--- config.mk ---
export PLATFORM = sky130hd
export DESIGN_NAME = cie_expander
export DESIGN_NICKNAME = d
export VERILOG_FILES = /design/src/verilog/cie_expander.v /design/src/verilog/cie_tables.v
export VERILOG_INCLUDE_DIRS = /design/src /design/src/verilog
export SDC_FILE = /design/constraint.sdc
export NUM_CORES = 1
export LEC_CHECK = 0
export BUFFER_PORTS_ARGS = -buffer_cell sky130_fd_sc_hd__buf_2
export CAP_MARGIN = 5
export CORE_UTILIZATION = 50
export DETAILED_ROUTE_END_ITERATION = 10
export PLACE_DENSITY = 0.85
export SLEW_MARGIN = 0
export SYNTH_ARGS = -nofsm -noshare
export SYNTH_HDL_FRONTEND = slang
export SYNTH_SLANG_ARGS = --single-unit
--- constraint.sdc ---
create_clock -name mclk -period 1.9 [get_ports mclk]
set_input_delay 0.38 -clock mclk [delete_from_list [all_inputs] [get_ports mclk]]
set_output_delay 0.38 -clock mclk [all_outputs]
set_load 0.01 [all_outputs]
--- src/verilog/cie_map.vh ---
// How it works
// RQ1 - Bit 29 set marks a 64-bit compact word; clear marks a native word.
// RQ2 - Compact opcode bits 6:0 copy straight into native bits 6:0.
// RQ3 - Condition modifier bits 27:24 copy into native bits 27:24 unchanged.
// RQ4 - Software keeps compact bit 28 at zero; it maps to nothing.
// RQ5 - Accumulator write control moves from compact bit 23 to native bit 28.
// RQ6 - Source-0 register number moves from compact 55:48 to native 76:69.
// RQ7 - Destination register number moves from compact 47:40 to native 60:53.
// RQ8 - Register source 1: index 39:35 picks a 12-bit region value for 120:109.
// RQ9 - Immediate source 1: 39:35 go to 108:104, bit 39 fills 127:109.
// RQ10 - Index 34:30 picks a 12-bit source-0 region value for native 88:77.
// RQ11 - Source-0 index is taken across the two 32-bit halves of the word.
// RQ12 - Index 22:18 picks 15 bits spread to native 100:96, 68:64, 52:48.
// RQ13 - Index 17:13 picks 18 bits for native 63:61 and 46:32.
// RQ14 - Index 12:8 picks 19 bits for native 90:89, 31 and 23:8.
// RQ15 - Source-1 number 63:56 goes to 108:101, or 103:96 when immediate.
// RQ16 - Table outputs and direct fields together form the full native word.
// RQ17 - Tools never compact an instruction with three source operands.
// RQ18 - Pointer advances one 64-bit unit for compact, two for native.
// RQ19 - Immediate source 1 is judged from the looked-up source-1 file bits.
// RQ20 - A native word with the flag clear passes through unchanged.
`ifndef CIE_MAP_VH
`define CIE_MAP_VH

// ****************************************************************
// Compact word fields
// ****************************************************************
`define CIE_C_OPCODE_HI     6
`define CIE_C_CMPT_BIT      29
`define CIE_C_RSVD_BIT      28
`define CIE_C_COND_HI       27
`define CIE_C_COND_LO       24
`define CIE_C_ACCWR_BIT     23
`define CIE_C_SUBIDX_LO     18
`define CIE_C_TYPEIDX_LO    13
`define CIE_C_CTRLIDX_LO    8
`define CIE_C_SRC0IDX_LO    30
`define CIE_C_SRC0IDX_SPLIT 32
`define CIE_C_SRC1IDX_LO    35
`define CIE_C_DSTNUM_LO     40
`define CIE_C_SRC0NUM_LO    48
`define CIE_C_SRC1NUM_LO    56

// ****************************************************************
// Native word fields
// ****************************************************************
`define CIE_N_ACCWR_BIT     28
`define CIE_N_SRC0NUM_LO    69
`define CIE_N_DSTNUM_LO     53
`define CIE_N_SRC0RGN_LO    77
`define CIE_N_SRC1RGN_LO    109
`define CIE_N_SRC1NUM_LO    101
`define CIE_N_IMMLOW_LO     96
`define CIE_N_IMMIDX_LO     104
`define CIE_N_SRC1FILE_LO   42
`define CIE_N_COND_LO       24
`define CIE_N_SUBSRC1_LO    96
`define CIE_N_SUBSRC0_LO    64
`define CIE_N_SUBDST_LO     48
`define CIE_N_DSTTYPE_LO    61
`define CIE_N_TYPES_LO      32
`define CIE_N_FLAGREG_LO    89
`define CIE_N_SATURATE_BIT  31
`define CIE_N_CTRL_LO       8
`define CIE_N_SIGNEXT_LO    109

// ****************************************************************
// Codes and counts
// ****************************************************************
`define CIE_FILE_IMMEDIATE  2'h3
`define CIE_TYPE_SRC1FILE   10
`define CIE_IP_COMPACT      2'h1
`define CIE_IP_NATIVE       2'h2

`endif

--- src/verilog/cie_expander.v ---
`timescale 1ns/1ps
`default_nettype none
`include "cie_map.vh"
module cie_expander #(
  parameter [32*19-1:0] CTRL_TABLE = {(32*19){1'b0}},
  parameter [32*18-1:0] TYPE_TABLE = {(32*18){1'b0}},
  parameter [32*15-1:0] SUB_TABLE  = {(32*15){1'b0}},
  parameter [32*12-1:0] RGN_TABLE  = {(32*12){1'b0}}
) (
  input  wire         mclk,
  input  wire         reset,
  input  wire         fetch_valid,
  input  wire [127:0] fetch_word,
  output wire         native_valid,
  output wire [127:0] native_word,
  output wire         native_was_compact,
  output wire [1:0]   native_ip_units,
  output wire         native_reserved_set
);

  // ****************************************************************
  // Compact field extraction
  // ****************************************************************
  wire [63:0] cw;
  wire        compaction_flag;
  wire [6:0]  opcode_field;
  wire [3:0]  condition_modifier_field;
  wire        accumulator_write_control;
  wire        must_be_zero;
  wire [4:0]  execution_control_index;
  wire [4:0]  operand_type_index;
  wire [4:0]  subregister_index;
  wire [4:0]  src0_region_index;
  wire [4:0]  src1_region_index;
  wire [7:0]  destination_register_number;
  wire [7:0]  source0_register_number;
  wire [7:0]  source1_register_number;

  // Low half is the compact word when the flag is set
  assign cw                          = fetch_word[63:0];
  assign compaction_flag             = fetch_word[`CIE_C_CMPT_BIT]; // [RQ1]
  assign opcode_field                = cw[`CIE_C_OPCODE_HI:0];
  assign condition_modifier_field    = cw[`CIE_C_COND_HI:`CIE_C_COND_LO];
  assign accumulator_write_control   = cw[`CIE_C_ACCWR_BIT];
  assign must_be_zero                = cw[`CIE_C_RSVD_BIT];
  assign execution_control_index     = cw[`CIE_C_CTRLIDX_LO +: 5];
  assign operand_type_index          = cw[`CIE_C_TYPEIDX_LO +: 5];
  assign subregister_index           = cw[`CIE_C_SUBIDX_LO +: 5];
  // Bits 31:30 come from the low dword, 34:32 from the high dword
  assign src0_region_index           = {cw[`CIE_C_SRC0IDX_SPLIT +: 3], cw[`CIE_C_SRC0IDX_LO +: 2]}; // [RQ11]
  assign src1_region_index           = cw[`CIE_C_SRC1IDX_LO +: 5];
  assign destination_register_number = cw[`CIE_C_DSTNUM_LO +: 8];
  assign source0_register_number     = cw[`CIE_C_SRC0NUM_LO +: 8];
  assign source1_register_number     = cw[`CIE_C_SRC1NUM_LO +: 8];

  // ****************************************************************
  // Table lookups
  // ****************************************************************
  wire [18:0] ctrl_val;
  wire [17:0] type_val;
  wire [14:0] sub_val;
  wire [11:0] src0_val;
  wire [11:0] src1_val;

  cie_tables #(
    .CTRL_TABLE (CTRL_TABLE),
    .TYPE_TABLE (TYPE_TABLE),
    .SUB_TABLE  (SUB_TABLE),
    .RGN_TABLE  (RGN_TABLE)
  ) u_tables (
    .ctrl_idx (execution_control_index),
    .type_idx (operand_type_index),
    .sub_idx  (subregister_index),
    .src0_idx (src0_region_index),
    .src1_idx (src1_region_index),
    .ctrl_val (ctrl_val),
    .type_val (type_val),
    .sub_val  (sub_val),
    .src0_val (src0_val),
    .src1_val (src1_val)
  );

  // ****************************************************************
  // Table output fields, MSB first
  // ****************************************************************
  wire [4:0]  sub_src1_bits;
  wire [4:0]  sub_src0_bits;
  wire [4:0]  sub_dst_bits;
  wire [2:0]  type_dst_bits;
  wire [14:0] type_low_bits;
  wire [1:0]  flag_register_bits;
  wire        saturate_bit;
  wire [15:0] ctrl_low_bits;

  // Shared lookups feed several native fields, so slice them once here
  assign sub_src1_bits      = sub_val[14:10];
  assign sub_src0_bits      = sub_val[9:5];
  assign sub_dst_bits       = sub_val[4:0];
  assign type_dst_bits      = type_val[17:15];
  assign type_low_bits      = type_val[14:0];
  assign flag_register_bits = ctrl_val[18:17];
  assign saturate_bit       = ctrl_val[16];
  assign ctrl_low_bits      = ctrl_val[15:0];

  // ****************************************************************
  // Source-1 kind
  // ****************************************************************
  wire [1:0] src1_file;
  wire       src1_is_imm;

  // The file code lands in native 43:42, taken from the looked-up type bits
  assign src1_file   = type_val[`CIE_TYPE_SRC1FILE +: 2];
  assign src1_is_imm = (src1_file == `CIE_FILE_IMMEDIATE); // [RQ19]

  // ****************************************************************
  // Native word assembly
  // ****************************************************************
  reg [127:0] expanded;

  always @*
  begin
    expanded = 128'h0;
    expanded[`CIE_C_OPCODE_HI:0] = opcode_field; // [RQ2]
    expanded[`CIE_C_CMPT_BIT] = compaction_flag;
    expanded[`CIE_N_COND_LO +: 4] = condition_modifier_field; // [RQ3]
    // Reserved compact bit is dropped on purpose, never copied
    expanded[`CIE_N_ACCWR_BIT] = accumulator_write_control; // [RQ5]
    expanded[`CIE_N_SRC0NUM_LO +: 8] = source0_register_number; // [RQ6]
    expanded[`CIE_N_DSTNUM_LO +: 8] = destination_register_number; // [RQ7]
    expanded[`CIE_N_SRC0RGN_LO +: 12] = src0_val; // [RQ10]
    expanded[`CIE_N_SUBSRC1_LO +: 5] = sub_src1_bits; // [RQ12]
    expanded[`CIE_N_SUBSRC0_LO +: 5] = sub_src0_bits; // [RQ12]
    expanded[`CIE_N_SUBDST_LO +: 5] = sub_dst_bits; // [RQ12]
    expanded[`CIE_N_DSTTYPE_LO +: 3] = type_dst_bits; // [RQ13]
    expanded[`CIE_N_TYPES_LO +: 15] = type_low_bits; // [RQ13]
    expanded[`CIE_N_FLAGREG_LO +: 2] = flag_register_bits; // [RQ14]
    expanded[`CIE_N_SATURATE_BIT] = saturate_bit; // [RQ14]
    expanded[`CIE_N_CTRL_LO +: 16] = ctrl_low_bits; // [RQ14]
    if (src1_is_imm)
    begin
      // Immediate low byte overrides the subregister bits at 100:96
      expanded[`CIE_N_IMMLOW_LO +: 8] = source1_register_number; // [RQ15]
      expanded[`CIE_N_IMMIDX_LO +: 5] = src1_region_index; // [RQ9]
      expanded[`CIE_N_SIGNEXT_LO +: 19] = {19{src1_region_index[4]}}; // [RQ9]
    end
    else
    begin
      expanded[`CIE_N_SRC1NUM_LO +: 8] = source1_register_number; // [RQ15]
      expanded[`CIE_N_SRC1RGN_LO +: 12] = src1_val; // [RQ8]
    end
  end

  // ****************************************************************
  // Output stage
  // ****************************************************************
  reg         valid_q;
  reg [127:0] word_q;
  reg         compact_q;
  reg [1:0]   ip_units_q;
  reg         reserved_q;

  reg         valid_d;
  reg [127:0] word_d;
  reg         compact_d;
  reg [1:0]   ip_units_d;
  reg         reserved_d;

  always @*
  begin
    // No back-pressure; a valid word is taken every cycle
    valid_d    = fetch_valid;
    word_d     = word_q;
    compact_d  = compact_q;
    ip_units_d = ip_units_q;
    reserved_d = reserved_q;
    if (fetch_valid)
    begin
      if (compaction_flag)
      begin
        word_d     = expanded; // [RQ16]
        compact_d  = 1'b1;
        ip_units_d = `CIE_IP_COMPACT; // [RQ18]
        // Flagged only; a set reserved bit is still expanded [RQ4]
        reserved_d = must_be_zero;
      end
      else
      begin
        word_d     = fetch_word; // [RQ20]
        compact_d  = 1'b0;
        ip_units_d = `CIE_IP_NATIVE; // [RQ18]
        reserved_d = 1'b0;
      end
    end
  end

  always @(posedge mclk)
  begin
    if (reset)
    begin
      valid_q    <= 1'b0;
      word_q     <= 128'h0;
      compact_q  <= 1'b0;
      ip_units_q <= 2'h0;
      reserved_q <= 1'b0;
    end
    else
    begin
      valid_q    <= valid_d;
      word_q     <= word_d;
      compact_q  <= compact_d;
      ip_units_q <= ip_units_d;
      reserved_q <= reserved_d;
    end
  end

  assign native_valid        = valid_q;
  assign native_word         = word_q;
  assign native_was_compact  = compact_q;
  assign native_ip_units     = ip_units_q;
  assign native_reserved_set = reserved_q;

endmodule
`default_nettype wire

--- src/verilog/cie_tables.v ---
`timescale 1ns/1ps
`default_nettype none
module cie_tables #(
  parameter [32*19-1:0] CTRL_TABLE = {(32*19){1'b0}},
  parameter [32*18-1:0] TYPE_TABLE = {(32*18){1'b0}},
  parameter [32*15-1:0] SUB_TABLE  = {(32*15){1'b0}},
  parameter [32*12-1:0] RGN_TABLE  = {(32*12){1'b0}}
) (
  input  wire [4:0]  ctrl_idx,
  input  wire [4:0]  type_idx,
  input  wire [4:0]  sub_idx,
  input  wire [4:0]  src0_idx,
  input  wire [4:0]  src1_idx,
  output wire [18:0] ctrl_val,
  output wire [17:0] type_val,
  output wire [14:0] sub_val,
  output wire [11:0] src0_val,
  output wire [11:0] src1_val
);
  // ****************************************************************
  // Fixed 32-entry lookups; source 0 and 1 share one region table
  // ****************************************************************
  assign ctrl_val = CTRL_TABLE[ctrl_idx*19 +: 19]; // [RQ14]
  assign type_val = TYPE_TABLE[type_idx*18 +: 18]; // [RQ13]
  assign sub_val  = SUB_TABLE[sub_idx*15 +: 15];   // [RQ12]
  assign src0_val = RGN_TABLE[src0_idx*12 +: 12];  // [RQ10]
  assign src1_val = RGN_TABLE[src1_idx*12 +: 12];  // [RQ8]
endmodule
`default_nettype wire

## After elaboration in Yosys (flattened, before gate mapping)

Cells that the tools add are included.

- $mul: 5
- Divide/modulo/power cells: 0
- Bitwise gates (word level): 0
- Mux-type cells: 7
- Eq/ne operators: 1
- Magnitude comparators: 0
- Add/sub/neg operators: 0
- Shifts and indexed selects: 5
- Reduce and logical (&&, ||, !) cells: 0

Operators by type and width:

| cell | count |
|---|---|
| $shiftx A384 B10 Y12 const A | 2 |
| $shiftx A608 B11 Y19 const A | 1 |
| $shiftx A576 B11 Y18 const A | 1 |
| $shiftx A480 B10 Y15 const A | 1 |
| $mux W128 | 1 |
| $mux W20 | 1 |
| $mul A5 B4 Y9 const B | 2 |
| $mul A5 B2 Y7 const B | 2 |
| $mul A5 B5 Y10 const B | 1 |
| $mux W7 | 1 |
| $mux W5 | 1 |
| $eq A2 B2 Y1 const B | 1 |
| $mux W1 | 2 |
| $mux W2 | 1 |

- Flip-flop bits (word level): 133
- Memories: 0
- Memory bits (read-only): 0
- Bits in latches: 0
- Input bits: 131
- Word-level logic and storage cells: 23
- Output and inout bits: 133
- Bits in writable memories: 0

## Depth between registers and ports, before layout

- Depth in word-level cells: 5
- Depth in mapped cells: 4
- Mapped depth without buffers: 2

## By module

A second synthesis with hierarchy kept.

- Cells, all modules: 651
- Area, all modules: 6170.9 um2

By module, submodules not included:

| module | area an instance (um2) | times used | seq. area each (um2) | cells an instance |
|---|---|---|---|---|
| cie_expander | 5596.6 | 1 | 2622.5 | 574 |
| cie_tables | 574.3 | 1 | 0.0 | 77 |

## Worst setup path before layout

Ideal clock, no wire load.

- Path type: input port to flip-flop
- Start: input reset
- End: register word_q[24], in the netlist native_word[24]
- Data arrival time: 0.994 ns
- Data required time: 1.772 ns
- Buffers on the path: 3
- Setup slack: 0.778 ns
- Library setup time: 0.128 ns
- Stages: 4
- Path through: buf_2 -> buf_2 -> clkbuf_1 -> nor2_1

RTL lines:

| what | line | RTL |
|---|---|---|
| start: declaration | cie_expander.v:11 | `input wire reset,` |
| end signal: assignment | cie_expander.v:209 | `word_q <= word_d;` |
| end: declaration | cie_expander.v:157 | `reg [127:0] word_q;` |

No word-level cell between the ends.

## Worst setup path in the final report

- Start: register word_q[29], in the netlist native_word[29]
- End: output native_word[29]

RTL lines:

| what | line | RTL |
|---|---|---|
| end: declaration | cie_expander.v:15 | `output wire [127:0] native_word,` |

No word-level cell between the ends.

==> reports/results.ini <==
[outcome]
status=finished, final reports clean

[worst_setup_path]
worstSetupStartpointType=flip-flop
rrSetupSlack_ps=1200
crit_required_ps=1520
r2r_end=native_word[53]$_SDFFE_PP0P_
worstPathArrival_ps=1040
r2r_cells=2
critPathMaxFanout=4
worstSetupPathType=flip-flop to primary output
cp_slowest_cell=dfxtp_1
r2r_start=native_word[53]$_SDFFE_PP0P_
crit_start=native_word[29]$_SDFFE_PP0P_
end_kind=primary output
crit_chain=buf_2
path_buf_inv=1
max_stage_delay_ps=360
crit_family=flip-flops

[floorplan]
fp.coreArea_sq_um=10840
num_rows=38
start_util_pct=51.19
die_w_um=107.3
die_h_um=107.3
pin_count=264
dieArea_sq_um=11520

[clocking]
clk_path_buf_depth=2
clock_latency_ps=520
cts_tree=yes
cts-htree-levels=4
cts_resized=0
cts_buffers=17
cts.sinks=131
holdBufCountCts=0
cts_setup_buffers=0
clkTransAtPathRegs_ps=60
cts-root-buf=clkbuf_8

[synth]
syn_inst=566
ys_warn_count=0
syn_area_sq_um=5549
synth-seq-cells=131
synth_nets=697
ys_seq_area_share_pct=47.26
synth_area_per_cell_sq_um=9.804
ys_types=14

[timing]
holdWs_ps=96.88
final_max_slew_viol_count=0
setup-tns-final_ps=0
rsz0062_at_grt=no
setup_violations=0
tightest_slew_ps=404.2
finalCritPeriodShare_pct=74.50
hold_viol_final=0
final.setup_skew_ps=0
max_freq_ghz=0.7065
relSlewSlack_pct=73.06
period_needed_ps=1416

[route]
dr.first_iter.drc_count=324
drtPass1Iterations=4
via_count=4927
drt_wl_total_mm=14.97
via_per_inst=5.148
wl_per_cell_um=15.64
ant_nets=0
drc=0

[global_routing]
grt_pass1_vias=4747
grt_max_degree=69
grt_pass1_wl_mm=22.68
grt_usage_pct=25.62
antenna_found_initial=2
overflow=0

[power_and_ir_drop]
total_power_mw=7.103
powerDensity_nw_per_um2=952.0
p_leak_nw=3.367
ir_drop_uv=574.3

[place]
finalWeightedCongestion=0.8293
placed_cell_area_sq_um=6847
post-dp-hpwl_mm=10.44
placedCellCount=924
io_buffers=263

[cells_and_area]
fill_cells=843
most-common-layout-cells=buf_2, dfxtp_1, nand2b_1, a21oi_1, nand3b_1
fin_area_sq_um=7461
layout-drive-gt1-share_pct=40.69
areaGrowthSynthToFinish_pct=34.45
fin_nets=934
final_common_cell=buf_2
final_cells=957

[job]
drv_cap=0

[min_path]
hp-class=input pin to flip-flop
min_from=fetch_word[4]
min_to=native_word[4]$_SDFFE_PP0P_
hold_path_depth=3

-- power breakdown --
group	switching [mW]	leakage (nW)	internal (mW)
clock network	1.15	0.300	2.16
registers	0.0671	1.07	2.88
logic	0.441	1.99	0.398
-- metal layers --
layer,vias up,part of all wire [%],GRT usage [%]
met3,44,6.9,7.688
li1,2417,-,-
met2,202,51,44.88
met1,2262,39,27.22
met4,2,3.6,14.87
met5,-,0.094,0
-- metrics by stage --
step	worst slack [ps]	utilization, %
floorplan	778.2	-
global placement	438.8	63.16
detailed placement	401.8	63.16
CTS	437.5	68.80
global route	407.7	68.83
finish	484.5	68.83
-- cells in the mapped netlist --
library cell  count  share of area [%]
a211oi_2         26                5.9
a21oi_1          92                8.3
buf_1             2               0.14
buf_2             7               0.63
buf_4            10                1.4
buf_6            13                2.6
clkbuf_1         25                1.7
dfxtp_1         131                 47
mux2i_1          37                6.7
nand2b_1         92                 10
nand3_1           1              0.090
nand3b_1         91                 12
nor2_1           38                2.6
nor2b_1           1               0.11
-- layout make-up --
cell class | count | area, sq um | area share, %
diodes | 1 | 2.502 | 0.03354
clock buffers | 23 | 486.7 | 6.524
well taps | 140 | 175.2 | 2.348
multi-input cells | 378 | 2569 | 34.43
flip-flops and latches | 131 | 2623 | 35.15
clock inverters | 9 | 125.1 | 1.677
repair buffers | 275 | 1480 | 19.84
-- worst max-delay path by stage --
stage                                          to  slack, ps  cells after the start
floorplan            native_word[24]$_SDFFE_PP0P_        780                      4
global placement    native_word[103]$_SDFFE_PP0P_        440                      4
detailed placement   native_word[74]$_SDFFE_PP0P_        400                      4
CTS                               native_word[29]        440                      1
global route                      native_word[29]        410                      1
finish                            native_word[29]        480                      1
-- state kept, by name, indices dropped and copies added, names as in the netlist --
register             flops
native_word            128
native_ip_units          1
native_reserved_set      1
native_valid             1
-- cells by family after synthesis --
logic type / Yosys count / share of synthesized area (%)
flip-flops: 131 / 47.26
multiplexers: 37 / 6.674
AND/OR/NAND/NOR: 223 / 25.46
AO/OA/AOI/OAI: 118 / 14.16
buffers and inverters: 57 / 6.449
Note: power is estimated with default switching activity, not from simulation.
